--- config.mk ---
export PLATFORM = sky130hd
export DESIGN_NAME = drc_ctrl
export DESIGN_NICKNAME = d
export VERILOG_FILES = /design/src/pkg/drc_pkg.sv /design/src/verilog/drc_ctrl.sv
export SDC_FILE = /design/constraint.sdc
export NUM_CORES = 1
export LEC_CHECK = 0
export CAP_MARGIN = 30
export CORE_MARGIN = 2
export CORE_UTILIZATION = 40
export DETAILED_ROUTE_END_ITERATION = 16
export DONT_BUFFER_PORTS = 1
export PLACE_DENSITY = 0.6
export SETUP_SLACK_MARGIN = 0.1
export SYNTH_ARGS = -nofsm -noshare
export SYNTH_HDL_FRONTEND = slang
export SYNTH_SLANG_ARGS = --single-unit
--- constraint.sdc ---
create_clock -name i_clk -period 5.1 [get_ports i_clk]
set_input_delay 0.51 -clock i_clk [delete_from_list [all_inputs] [get_ports i_clk]]
set_output_delay 0.51 -clock i_clk [all_outputs]
set_load 0.1 [all_outputs]
--- src/pkg/drc_pkg.sv ---
// Purpose: constants and carrier types for the dynamic ram board controller
// Assumes: 50 MHz clock, 20 ns period
// Notes: timing counts are derived from printed times
package drc_pkg;
  localparam int CLK_PERIOD_PS = 20000;
  localparam int CE_MIN_PS = 330000;
  localparam int SB_MIN_PS = 120000;
  localparam int REF_PERIOD_NS = 62400;
  localparam int PRESET_PS = 200000;
  localparam int CE_CYC = (CE_MIN_PS + CLK_PERIOD_PS - 1) / CLK_PERIOD_PS;
  localparam int SB_CYC = (SB_MIN_PS + CLK_PERIOD_PS - 1) / CLK_PERIOD_PS;
  localparam int REF_CYC = (REF_PERIOD_NS * 1000) / CLK_PERIOD_PS;
  localparam int PRESET_CYC = (PRESET_PS + CLK_PERIOD_PS - 1) / CLK_PERIOD_PS;
  localparam int ADDR_W = 18;
  localparam int DATA_W = 16;
  localparam int COL_W = 5;
  localparam int RAM_A_W = 12;
  localparam int WORD_LSB = 1;
  localparam int ROW_LSB = 13;
  localparam int BOARD_LSB = 15;
  localparam logic [COL_W-1:0] REF_CNT_RST = 5'h00;
  localparam logic [DATA_W-1:0] BDR_RST = 16'h0000;

  typedef enum logic [2:0]
  {
    DRC_IDLE = 3'b000,
    DRC_CE = 3'b001,
    DRC_SLAVE_SYNC = 3'b011,
    DRC_REF = 3'b010,
    DRC_SB = 3'b110
  } drc_state_t;

  // host bus request as seen on the receivers
  typedef struct packed
  {
    logic master_sync;
    logic bus_ctl_first;
    logic bus_ctl_second;
    logic [ADDR_W-1:0] addr;
  } drc_bus_req_t;

  // ram array control bundle
  typedef struct packed
  {
    logic [3:0] row_cs;
    logic [3:0] cycle_clk;
    logic [1:0] write_sel_n;
    logic input_inhibit;
    logic [RAM_A_W-1:0] addr;
  } drc_ram_ctl_t;
endpackage : drc_pkg

--- src/verilog/drc_ctrl.sv ---
// Purpose: dynamic ram board controller between host bus and ram array
// Assumes: bus inputs synchronous to i_clk; ram polarity handled inside rams
// Notes: one ram cycle per host cycle; refresh stolen between host cycles
`timescale 1ns/1ps
module drc_ctrl
  import drc_pkg::*;
#(
  parameter int REF_CYCLES = REF_CYC
)
(
  input wire logic i_clk,                        // 50 MHz clock
  input wire logic i_sys_rst,                    // sync reset, active high
  input wire drc_bus_req_t i_bus,                // host address and control
  input wire logic [DATA_W-1:0] i_bus_data,      // bus data receivers
  input wire logic [2:0] i_board_jumper,         // board number jumper
  input wire logic [DATA_W-1:0] i_ram_dout,      // ram data outputs
  input wire logic i_preset_test,                // test request for preset pulse
  output logic [DATA_W-1:0] o_bus_data,          // bus data driver value
  output logic [DATA_W-1:0] o_bus_data_oe_n,     // low while driving
  output logic o_slave_sync,                     // slave sync to host
  output logic o_board_select,                   // board select active
  output drc_ram_ctl_t o_ram,                    // ram control bundle
  output logic [DATA_W-1:0] o_ram_din,           // ram input data
  output logic o_ram_preset                      // polarity preset pulse
);

  ////////////////////////////////////////////////////////////////////////
  // decode functions

  // one-hot of a two-bit field
  function automatic logic [3:0] drc_onehot(input logic [1:0] sel);
    drc_onehot = 4'h1 << sel;
  endfunction : drc_onehot

  ////////////////////////////////////////////////////////////////////////
  // state

  drc_state_t state_r, state_nxt;
  logic [8:0] cnt_r, cnt_nxt;
  logic [$clog2(REF_CYCLES+1)-1:0] ref_tmr_r, ref_tmr_nxt;
  logic ref_pend_r, ref_pend_nxt;
  logic [COL_W-1:0] ref_col_r, ref_col_nxt;
  logic [DATA_W-1:0] bdr_r, bdr_nxt;
  logic rd_r, rd_nxt;
  logic [1:0] wr_grp_r, wr_grp_nxt;
  logic [1:0] row_r, row_nxt;
  logic [RAM_A_W-1:0] addr_r, addr_nxt;
  logic [DATA_W-1:0] din_r, din_nxt;
  logic drive_r, drive_nxt;
  logic [3:0] pre_cnt_r, pre_cnt_nxt;
  logic pre_req_d_r, pre_req_d_nxt;
  logic board_hit;
  logic host_req;

  // board hit: jumper compare on top address bits
  assign board_hit = (i_bus.addr[BOARD_LSB +: 3] == i_board_jumper);
  assign host_req = i_bus.master_sync & board_hit;

  ////////////////////////////////////////////////////////////////////////
  // main sequencer next state
  always_comb
  begin
    state_nxt = state_r;
    cnt_nxt = cnt_r;
    ref_tmr_nxt = ref_tmr_r;
    ref_pend_nxt = ref_pend_r;
    ref_col_nxt = ref_col_r;
    bdr_nxt = bdr_r;
    rd_nxt = rd_r;
    wr_grp_nxt = wr_grp_r;
    row_nxt = row_r;
    addr_nxt = addr_r;
    din_nxt = din_r;
    drive_nxt = drive_r;
    // refresh timebase; one stolen cycle per period, never a burst
    if (ref_tmr_r == '0)
    begin
      ref_tmr_nxt = ($bits(ref_tmr_r))'(REF_CYCLES - 1);
      ref_pend_nxt = 1'b1;
    end
    else
    begin
      ref_tmr_nxt = ref_tmr_r - 1'b1;
    end
    case (state_r)
      DRC_IDLE:
      begin
        drive_nxt = 1'b0;
        // refresh wins only between host cycles; a host cycle is never cut
        if (ref_pend_r)
        begin
          state_nxt = DRC_REF;
          cnt_nxt = 9'(CE_CYC);
          addr_nxt = {7'h00, ref_col_r};
          ref_pend_nxt = (ref_tmr_r == '0);
        end
        else if (host_req)
        begin
          state_nxt = DRC_CE;
          cnt_nxt = 9'(CE_CYC);
          addr_nxt = i_bus.addr[WORD_LSB +: RAM_A_W];
          row_nxt = i_bus.addr[ROW_LSB +: 2];
          din_nxt = i_bus_data;
          // decode control pair and byte select
          if (!i_bus.bus_ctl_second)
          begin
            rd_nxt = 1'b1;
            wr_grp_nxt = 2'b00;
          end
          else if (!i_bus.bus_ctl_first)
          begin
            rd_nxt = 1'b0;
            wr_grp_nxt = 2'b11;
          end
          else
          begin
            rd_nxt = 1'b0;
            wr_grp_nxt = i_bus.addr[0] ? 2'b10 : 2'b01;
          end
        end
      end
      DRC_CE:
      begin
        drive_nxt = rd_r;
        if (cnt_r == 9'h001)
        begin
          // trailing edge: capture read data, raise slave sync
          state_nxt = DRC_SLAVE_SYNC;
          if (rd_r)
          begin
            bdr_nxt = i_ram_dout;
          end
        end
        else
        begin
          cnt_nxt = cnt_r - 1'b1;
        end
      end
      DRC_SLAVE_SYNC:
      begin
        // data register keeps the bus until master lets go
        if (!i_bus.master_sync)
        begin
          state_nxt = DRC_IDLE;
          drive_nxt = 1'b0;
        end
      end
      DRC_REF:
      begin
        if (cnt_r == 9'h001)
        begin
          state_nxt = DRC_SB;
          cnt_nxt = 9'(SB_CYC);
          ref_col_nxt = ref_col_r + 1'b1;
        end
        else
        begin
          cnt_nxt = cnt_r - 1'b1;
        end
      end
      DRC_SB:
      begin
        // standby time after refresh keeps host out
        if (cnt_r == 9'h001)
        begin
          state_nxt = DRC_IDLE;
        end
        else
        begin
          cnt_nxt = cnt_r - 1'b1;
        end
      end
      default:
      begin
        state_nxt = DRC_IDLE;
      end
    endcase
  end

  // sequencer registers
  always_ff @(posedge i_clk)
  begin
    if (i_sys_rst)
    begin
      state_r <= DRC_IDLE;
      cnt_r <= 9'h000;
      ref_tmr_r <= '0;
      ref_pend_r <= 1'b0;
      ref_col_r <= REF_CNT_RST;
      bdr_r <= BDR_RST;
      rd_r <= 1'b1;
      wr_grp_r <= 2'b00;
      row_r <= 2'b00;
      addr_r <= '0;
      din_r <= 16'h0000;
      drive_r <= 1'b0;
    end
    else
    begin
      state_r <= state_nxt;
      cnt_r <= cnt_nxt;
      ref_tmr_r <= ref_tmr_nxt;
      ref_pend_r <= ref_pend_nxt;
      ref_col_r <= ref_col_nxt;
      bdr_r <= bdr_nxt;
      rd_r <= rd_nxt;
      wr_grp_r <= wr_grp_nxt;
      row_r <= row_nxt;
      addr_r <= addr_nxt;
      din_r <= din_nxt;
      drive_r <= drive_nxt;
    end
  end

  ////////////////////////////////////////////////////////////////////////
  // preset pulse: rising request gives a fixed 200 ns pulse
  always_comb
  begin
    pre_req_d_nxt = i_preset_test;
    pre_cnt_nxt = pre_cnt_r;
    if (i_preset_test && !pre_req_d_r && pre_cnt_r == 4'h0)
    begin
      pre_cnt_nxt = 4'(PRESET_CYC);
    end
    else if (pre_cnt_r != 4'h0)
    begin
      pre_cnt_nxt = pre_cnt_r - 1'b1;
    end
  end

  // preset registers
  always_ff @(posedge i_clk)
  begin
    if (i_sys_rst)
    begin
      pre_cnt_r <= 4'h0;
      pre_req_d_r <= 1'b0;
    end
    else
    begin
      pre_cnt_r <= pre_cnt_nxt;
      pre_req_d_r <= pre_req_d_nxt;
    end
  end

  ////////////////////////////////////////////////////////////////////////
  // outputs; cycle clock high only in ce or refresh states, low is precharge
  logic in_ce, in_ref;
  assign in_ce = (state_r == DRC_CE);
  assign in_ref = (state_r == DRC_REF);
  assign o_ram.cycle_clk = in_ref ? 4'hF : (in_ce ? drc_onehot(row_r) : 4'h0);
  assign o_ram.row_cs = in_ce ? drc_onehot(row_r) : 4'h0;
  // reads keep both groups high; refresh writes all with inhibit
  assign o_ram.write_sel_n = in_ref ? 2'b00 : (in_ce ? ~wr_grp_r : 2'b11);
  assign o_ram.input_inhibit = in_ref;
  assign o_ram.addr = addr_r;
  assign o_ram_din = din_r;
  assign o_ram_preset = (pre_cnt_r != 4'h0);
  assign o_bus_data = bdr_r;
  assign o_bus_data_oe_n = {DATA_W{~drive_r}};
  assign o_slave_sync = (state_r == DRC_SLAVE_SYNC);
  assign o_board_select = (state_r == DRC_CE) || (state_r == DRC_SLAVE_SYNC);
endmodule : drc_ctrl

== Word-level counts from Yosys, hierarchy flattened ==
Index checks and enable logic that the tools add are counted.
Storage, ports and cells
  register bits: 85
  output and inout bits: 74
  logic and storage cells: 89
Operators by class
  add/sub/neg operators: 4
  equal/unequal tests: 12
  shift-type cells: 1
  muxes and demuxes: 30
  bitwise gates (word level): 4
  reductions and logical operators: 22
Operators with widths (count)
  $mux 12: 3
  $mux 9: 4
  $pmux 9 s3: 1
  $mux 3: 6
  $mux 4: 4
  $pmux 3 s5: 1
  $logic_not 12->1: 1
  $sub 12x1->12 const B: 1
  $mux 2: 5
  $eq 9x1->1 const B: 1
  $reduce_and 3->1: 3
  $sub 9x1->9 const B: 1
  $eq 3x2->1 const B: 2
  $ne 2x2->1 const B: 3
  $reduce_and 2->1: 3
  $reduce_bool 3->1: 2
  $reduce_or 2->1: 3
  $add 5x1->5 const B: 1
  $mux 1: 5
  $reduce_and 5->1: 1
  $logic_not 4->1: 1
  $ne 2x1->1 const B: 2
  $reduce_bool 2->1: 2
  $reduce_bool 4->1: 1
  other kinds (14): 16

== Depth between registers and ports, before layout ==
Gate-level depths: netlist of the first run.
  word-level depth: 5
  mapped depth: 9
  mapped depth without buffers: 7

== Least setup slack after synthesis of the first run ==
Ideal clock, no wire load.
  path type: register -> output
  start point: reg state_r[2]
  end point: out o_ram[16] (netlist name)
  arrival: 4.596 ns
  path slack: -0.006 ns
  cell stages (with the launch flop): 7
  cells stage by stage: dfxtp_1 > buf_2 > nor2b_1 > and2_0 > clkbuf_1 > nand2_1 > o21ai_0
RTL lines
  start, declared: line drc_ctrl.sv:38  | drc_state_t state_r, state_nxt;
  start signal, assigned: line drc_ctrl.sv:200  | state_r <= state_nxt;
  end, declared: line drc_ctrl.sv:22  | output drc_ram_ctl_t o_ram,

==> flow_summary.toml, run 1 <==
[logic_synthesis]
seq_area_frac_synth = 0.4384
synthXorXnorAreaFrac = 0.03385
syn_area_um2 = 3881
yosys_warnings = 0
netlist_instances = 447
async_flop_share = 0
synth_mux_area_frac = 0.05674
synth-edff-count = 0
ys_types = 59
synth-compound-area-share = 0.1625
syn_nets = 512
yosys.area.top_type = "dfxtp_1"
synth-simple-area-share = 0.2179
synthAdderAreaFrac = 0.01934
synth-main-ff-cell = "dfxtp_1"
netlist_top_cells_area = "dfxtp_1 (44%), mux2i_1 (5.7%), a21oi_1 (5.4%)"
ys_seq_elements = 85
synth_top_family_by_area = "simple AND/OR/NAND/NOR gates"
yosys.area.top_type_share = 0.4384
avgSynthCellArea_um2 = 8.683

[global_routing]
overflow = 0
grt_use_total = 0.1626
grt_antenna_before_repair = 0
grt_pass1_vias = 2770
grt_pass1_wl_um = 13450
grt_max_degree = 84

[die]
core_area_um2 = 9328
die_w_um = 102.5
start_util = 0.4161
die_area_um2 = 10510
die_h_um = 102.5
ios = 133
num_rows = 35

[setup_path]
cp_max_fo = 16
slowest_stage = "dfxtp_1"
reg2regPathDepth = 7
cp.arrival_ps = 3070
crit_buf_inv = 2
cp_data_required_time_ps = 4590
critPathCaptureType = "primary output"
cp_common_cell = "buf_4"
worstPathCellList = "nor2b_2 -> buf_4 -> and2_0 -> and3_1 -> buf_4 -> or2_2"
cp_top_family = "simple AND/OR/NAND/NOR gates"
worst-setup-path-type = "register to primary output"
slowest_delay_ps = 620
crit_path_start_kind = "register"
cp_num_cells = 6

[clock_network]
cts_tree = "yes"
cts.path.max_buffers = 2
numCtsBuffers = 9
clkTransAtPathRegs_ps = 90
htree_levels = 3
cts_setup_buffers = 0
cts_hold_buffers = 0
ctsResizeCount = 0
insertion_delay_ps = 350
cts_root_buf = "clkbuf_8"
clock_sinks = 85

[pwr]
internal_power_w = 0.001432
powerDensity_nw_per_um2 = 724.4
comb_power_share = 0.482
netSwitchingFraction = 0.5295
clockPowerShare = 0.141
cellLeakagePower_nw = 1.602
max-vdd-ir-drop_uv = 511.3
p_sw_w = 0.001611
seqPwrFrac = 0.377

[final_layout]
nNetsFinal = 494
antenna_cells = 0
utilization = 0.4503
final_common_cell = "dfxtp_1"
layout_common_cells = "dfxtp_1 (85), nand2_1 (55), nor2_1 (48)"
area_growth_pct = 8.221
layout-drive-gt1-share = 0.1129

[routing]
avgViaCountPerCell = 5.293
drc_errors = 0
drt_iter0_drc = 84
wl_per_cell_um = 15.00
drtPass1Iterations = 5
route.vias.total = 2980
wirelength_um = 8443
antenna_left = 0

[min_path]
hold_depth = 1
hp-class = "primary input to register"

[sta]
finalCritPeriodShare = 0.7018
setup_violations = 0
slew_violations = 0
finalClockSkew_ps = 16.28
relSlewSlack = 0.3342
tightest_slew_ps = 997.3
finalHoldViolCount = 0
fmax_mhz = 279.4
min_period_ps = 3579
fin_setup_tns_ps = 0
hold_ws_ps = 225.2
grt_setup_unrepaired = "false"

[place]
io_buffers = 0
hpwl_um = 5981
gp_congestion = 0.7974

[run]
max_cap_viol_count = 0

[outcome]
outcome = "finished clean"
[per-stage QoR]
stage	area (um2)	worst slack, ps	std cells	total power (W)
3_5_place_dp	4000	1925	546	0.002591
6_report	4200	1521	563	0.003043
3_3_place_gp	3910	1945	540	0.002525
2_1_floorplan	3881	748.8	447	0.002401
4_1_cts	4173	1514	562	0.003031
5_1_grt	4200	1349	563	0.003244
[final timing paths]
kind / from / endpoint / slack [ps]
worst max-delay path: state_r[0] / o_ram[18] / 1520
worst min-delay path: i_sys_rst / addr_r[3] / 230
worst max register to register: state_r[0] / ref_col_r[4] / 2570
worst min register to register: ref_tmr_r[0] / ref_tmr_r[0] / 460
[cell type report]
type / instances / area [um2]
repair buffers: 11 / 185.2
clock inverters: 7 / 48.80
clock buffers: 9 / 123.9
flip-flops and latches: 85 / 1702
multi-input cells: 311 / 1931
inverters: 11 / 48.80
fillers: 884 / 5127
well taps: 129 / 161.4
[layer usage]
metal	vias up	track usage	share of wire
met2	89	0.2634	0.50
met5	-	0	0
met3	6	0.04746	0.069
li1	1502	-	-
met4	0	0.07077	0.013
met1	1383	0.2015	0.42
[cells in the mapped netlist, types with 2 or more instances]
master and instances:
a211oi_1 9, a21oi_1 42, a22oi_1 8, a311oi_1 2, a31oi_1 3, and2_1 6, buf_2 5, buf_4 17
buf_6 2, clkbuf_1 16, dfxtp_1 85, ha_1 6, inv_1 10, mux2i_1 22, nand2_1 55, nand2b_1 5
nand3_1 5, nand3_2 2, nand3b_1 2, nor2_1 50, nor2b_1 5, nor3_1 13, nor4_1 2, o21ai_0 12
o21ai_1 4, o22ai_1 2, o31ai_1 3, o32ai_1 2, or2_1 3, or2_2 2, or3_1 3, or4_1 4
xnor2_1 10, xor2_1 5
[worst reg2reg max path: cells and delay by family (launching register included)]
kind,cells,cell delay (ps)
simple gates,5,1350
buf+inv,1,470
flops,1,460
xor+xnor,1,150
[power by group through the flow]
stage          Combinational [W]  Clock [W]  Sequential (W)
4_1_cts                  0.00143   0.000449         0.00115
2_1_floorplan            0.00130          0         0.00110
3_5_place_dp             0.00143          0         0.00116
6_report                 0.00147   0.000429         0.00115
3_3_place_gp             0.00137          0         0.00116
5_1_grt                  0.00160   0.000474         0.00117
[registers in the layout, indices dropped and copies added (netlist names)]
signal	flops
addr_r	12
cnt_r	9
drive_r	1
o_bus_data	16
o_ram_din	16
pre_cnt_r	4
pre_req_d_r	1
rd_r	1
ref_col_r	5
ref_pend_r	1
ref_tmr_r	12
row_r	2
state_r	3
wr_grp_r	2
[logic make-up (layout without fill, tap and decap cells)]
group / Yosys count / count (layout)
simple gates: 169 / 169
mux: 22 / 22
fa+ha+maj: 6 / 6
xor+xnor: 15 / 15
compound gates: 99 / 99
buf+inv: 51 / 38
flops: 85 / 85
(Power assumes the default switching activity.)
==> run 2: changes to the inputs <==
Settings changed: ABC_AREA set to 1.
Clock period 5.1 ns to 3.7 ns, I/O delays scaled along.
==> flow_summary.toml, run 2 <==
[global_routing]
grt_use_total = 0.1745
grt_antenna_before_repair = 0
overflow = 0
grt_max_degree = 30
grt_pass1_vias = 3402
grt_pass1_wl_um = 15460

[setup_path]
cp_max_fo = 7
crit_path_start_kind = "register"
cp_data_required_time_ps = 3330
r2r-start = "state_r[1]"
r2r_end = "row_r[0]"
worst-setup-path-type = "register to primary output"
cp.arrival_ps = 2440
r2r_slack_ps = 1640
reg2regPathDepth = 6
critPathCaptureType = "primary output"

[place]
hpwl_um = 6689
io_buffers = 0
gp_congestion = 0.8167

[min_path]
worstHoldStart = "i_sys_rst"
min_to = "pre_req_d_r"
hp-class = "primary input to register"
hold_depth = 1

[logic_synthesis]
synthXorXnorAreaFrac = 0.01326
ys_types = 31
netlist_instances = 571
synth-compound-area-share = 0.1440
avgSynthCellArea_um2 = 6.940
yosys.area.top_type_share = 0.4294
synth-simple-area-share = 0.2798
syn_area_um2 = 3963
post-synth-top-count-cell = "nor2_1"
async_flop_share = 0
synth-edff-count = 0
netlist_top_cells_area = "dfxtp_1 (43%), nor2_1 (11%), o21ai_0 (9.1%)"
seq_area_frac_synth = 0.4294
yosys.area.top_type = "dfxtp_1"
synth-main-ff-cell = "dfxtp_1"
syn_nets = 636
synth_mux_area_frac = 0
synth_common_cells = "nor2_1 (119), nand2_1 (93), dfxtp_1 (85), o21ai_0 (72), inv_1 (63)"
ys_seq_elements = 85
yosys_warnings = 0
synthAdderAreaFrac = 0.01895
synth_top_family_by_area = "simple AND/OR/NAND/NOR gates"

[sta]
tightest_slew_ps = 993.3
hold_ws_ps = 78.58
relSlewSlack = 0.3369
setup_violations = 0
finalHoldViolCount = 0
fmax_mhz = 356.4
fin_setup_tns_ps = 0
min_period_ps = 2806
slew_violations = 0
grt_setup_unrepaired = "false"
finalCritPeriodShare = 0.7584
finalClockSkew_ps = 10.90

[final_layout]
fill_cells = 982
area_growth_pct = 10.14
area.sequential_um2 = 1702
layout-drive-gt1-share = 0.1072
multi_input_area_um2 = 1837
layout_common_cells = "nor2_1 (113), nand2_1 (93), dfxtp_1 (85)"
final_common_cell = "nor2_1"
antenna_cells = 0
nNetsFinal = 629

[clock_network]
cts_tree = "yes"
cts_hold_buffers = 0
clock_sinks = 85
numCtsBuffers = 9
cts.path.max_buffers = 2
insertion_delay_ps = 350
clkTransAtPathRegs_ps = 90
htree_levels = 3
cts_setup_buffers = 0
ctsResizeCount = 0
cts_root_buf = "clkbuf_8"

[outcome]
outcome = "finished clean"

[die]
core_area_um2 = 9684
die_area_um2 = 10720
die_h_um = 103.5
num_rows = 36
start_util = 0.4092
ios = 133
die_w_um = 103.5

[pwr]
cellLeakagePower_nw = 1.944
powerDensity_nw_per_um2 = 1059
max-vdd-ir-drop_uv = 610.9

[routing]
wl_per_cell_um = 13.11
drt_iter0_drc = 152
wirelength_um = 9203
avgViaCountPerCell = 5.034
antenna_left = 0
drc_errors = 0
drtPass1Iterations = 4
route.vias.total = 3534

[run]
max_cap_viol_count = 0
run 2: changes by cell type in the layout (fill, tap and decap cells not counted), sizes merged, moves of 9 or more:
cell    previous run  this run
a211oi             9         0
a21oi             42        32
inv               13        70
mux2i             22         0
nand2             55       101
nand3              8        18
nor2              50       123
o21ai             17        73
run 2: kinds of logic (layout without fill, tap and decap cells):
| family | after synthesis | count (layout) |
|---|---|---|
| AND/OR/NAND/NOR | 263 | 263 |
| AO/OA/AOI/OAI | 111 | 111 |
| flip-flops | 85 | 85 |
| buffers and inverters | 100 | 98 |
| XOR/XNOR | 6 | 6 |
| adder cells (fa/ha/maj) | 6 | 6 |
run 2: area by class of cell:
cell class	instances	share of cell area
well taps	133	0.03813
multi-input cells	386	0.4209
inverters	68	0.06021
flip-flops and latches	85	0.3899
repair buffers	14	0.04702
clock inverters	6	0.01233
clock buffers	10	0.03154
run 2: worst max-delay path: stages, from the launching register on:
cell	delay, ps
dfxtp_1	430
inv_1	100
nand2_2	120
nor2_2	40
buf_4	240
inv_1	280
o21ai_0	220
inv_1	650
run 2: worst max-delay path by stage:
stage / start / end / slack, ps
6_report: state_r[0] / o_ram[14] / 890
3_3_place_gp: state_r[0] / o_ram[14] / 1320
2_1_floorplan: state_r[1] / o_ram[15] / 430
3_5_place_dp: state_r[0] / o_ram[14] / 1280
5_1_grt: state_r[0] / o_ram[14] / 760
4_1_cts: state_r[0] / o_ram[14] / 880
run 2: metal layers:
metal | routed length, um | share of wire | GRT usage
met5 | 0 | 0 | 0
met4 | 108 | 0.012 | 0.05888
met3 | 725 | 0.079 | 0.05727
met2 | 4297 | 0.47 | 0.2971
met1 | 4072 | 0.44 | 0.2075
run 2: report_power, final:
| group | leakage (nW) | internal [W] | switching (W) |
|---|---|---|---|
| clock | 0.0954 | 0.000274 | 0.000359 |
| sequential | 0.693 | 0.00111 | 0.000554 |
| combinational | 1.16 | 0.000577 | 0.00175 |
run 2: through the flow:
step,total power (W),cell area (um2),utilization,std cells,setup WS (ps)
5_1_grt,0.004926,4364,0.4506,702,762.7
3_5_place_dp,0.004001,4173,0.4309,686,1279
4_1_cts,0.004639,4364,0.4506,702,883.6
2_1_floorplan,0.003615,3963,-,571,431.6
6_report,0.004620,4364,0.4506,702,894.0
3_3_place_gp,0.003843,4025,0.4156,677,1318
==> run 3: changes to the inputs <==
Settings changed: PLACE_DENSITY 0.6 to 0.62.
Clock period 3.7 ns to 2.5 ns, I/O delays scaled along.
==> flow_summary.toml, run 3 (synthesis results as in run 2) <==
[die]
die_h_um = 103.5
ios = 133
num_rows = 36
die_area_um2 = 10720
core_area_um2 = 9684
die_w_um = 103.5
start_util = 0.4092

[final_layout]
final_common_cell = "nor2_1"
final_area_um2 = 4541
layout-drive-gt1-share = 0.1521
layout_common_cells = "nor2_1 (113), nand2_1 (93), dfxtp_1 (85)"
antenna_cells = 0
nNetsFinal = 665
area_growth_pct = 14.59

[global_routing]
overflow = 0
grt_max_degree = 48
grt_antenna_before_repair = 0
grt_pass1_vias = 3542
grt_use_total = 0.1807
grt_pass1_wl_um = 15950

[clock_network]
clock_sinks = 85
insertion_delay_ps = 360
numCtsBuffers = 9
cts.path.max_buffers = 2
clkTransAtPathRegs_ps = 80
cts_root_buf = "clkbuf_8"
ctsResizeCount = 0
htree_levels = 3
cts_tree = "yes"

[sta]
tightest_slew_ps = 1003
fmax_mhz = 475.8
finalHoldViolCount = 0
grt_setup_unrepaired = "false"
finalClockSkew_ps = 6.924
slew_violations = 0
fin_setup_tns_ps = 0
setup_violations = 0
relSlewSlack = 0.3290
finalCritPeriodShare = 0.8407
min_period_ps = 2102

[outcome]
outcome = "finished clean"

[routing]
drtPass1Iterations = 4
drc_errors = 0
avgViaCountPerCell = 4.889
wirelength_um = 9437
antenna_left = 0
wl_per_cell_um = 12.79
route.vias.total = 3608
drt_iter0_drc = 185

[setup_path]
cp_data_required_time_ps = 2250
worst-setup-path-type = "register to primary output"
cp_max_fo = 7
crit_path_start_kind = "register"
cp_common_cell = "inv_1"
slowest_stage = "dfxtp_1"
critPathCaptureType = "primary output"
slowest_delay_ps = 430
cp.arrival_ps = 1850
worstPathCellList = "inv_1 -> nand2_2 -> nor2_2 -> inv_1 -> o21ai_0 -> inv_1 -> buf_4"

[run]
max_cap_viol_count = 0

[pwr]
cellLeakagePower_nw = 2.097
max-vdd-ir-drop_uv = 1310
powerDensity_nw_per_um2 = 1495

[place]
io_buffers = 0
place_area_um2 = 4360
hpwl_um = 6854
gp_congestion = 0.9431

[min_path]
hp-class = "primary input to register"
-- run 3: critical path, delay by kind of cell, from the launching register on --
family | cells | cell delay (ps)
buf+inv | 4 | 670
flops | 1 | 430
compound gates | 1 | 210
simple gates | 2 | 170
-- run 3: cell type report --
class                      instances  area (um2)
clock buffer                      12       135.1
clock inverter                     4       25.02
fill                             957        5144
inverter                          68       262.8
multi-input combinational        386        1837
sequential                        85        1702
tap                              133       166.4
timing repair buffer              50       412.9
-- run 3: timing repair --
action / 4_1_cts / 5_1_grt
setup buffers: 0 / 0
hold buffers: 1 / 1
endpoints found under the hold margin: 23 / 1
-- run 3: power breakdown --
| part | internal (W) | switching [W] | leakage [nW] | total [W] |
|---|---|---|---|---|
| logic | 0.000886 | 0.00302 | 1.33 | 0.00391 |
| clock network | 0.000358 | 0.000479 | 0.0764 | 0.000837 |
| registers | 0.00164 | 0.000398 | 0.693 | 0.00204 |
| total | 0.00289 | 0.00390 | 2.10 | 0.00679 |
-- run 3: final timing paths --
path	from	endpoint	slack (ps)	cells past startpoint
max	state_r[0]	o_ram[14]	400	7
min	i_preset_test	pre_req_d_r	10	2
max reg2reg	cnt_r[1]	o_bus_data[8]	720	9
min reg2reg	pre_cnt_r[0]	pre_cnt_r[0]	460	1
-- run 3: stage by stage --
stage | total power (W) | instances | hold WS (ps) | utilization | setup WS, ps
final | 0.006788 | 738 | 14.58 | 0.4689 | 398.2
after global routing | 0.007269 | 738 | 7.844 | 0.4689 | 232.2
after CTS | 0.006815 | 737 | 0.3852 | 0.4678 | 368.7
after detailed placement | 0.005959 | 720 | 328.8 | 0.4503 | 739.5
after global placement | 0.005884 | 720 | 325.6 | 0.4503 | 806.2
after floorplan | 0.005351 | 571 | 372.3 | - | -648.4
-- run 3: routing by layer --
metal  wire [um]  vias up  GRT usage
li1            -     1849          -
met1        4126     1621     0.2076
met2        4307      118     0.2985
met3         766       20    0.05916
met4         236        0    0.09749
met5           0        -          0
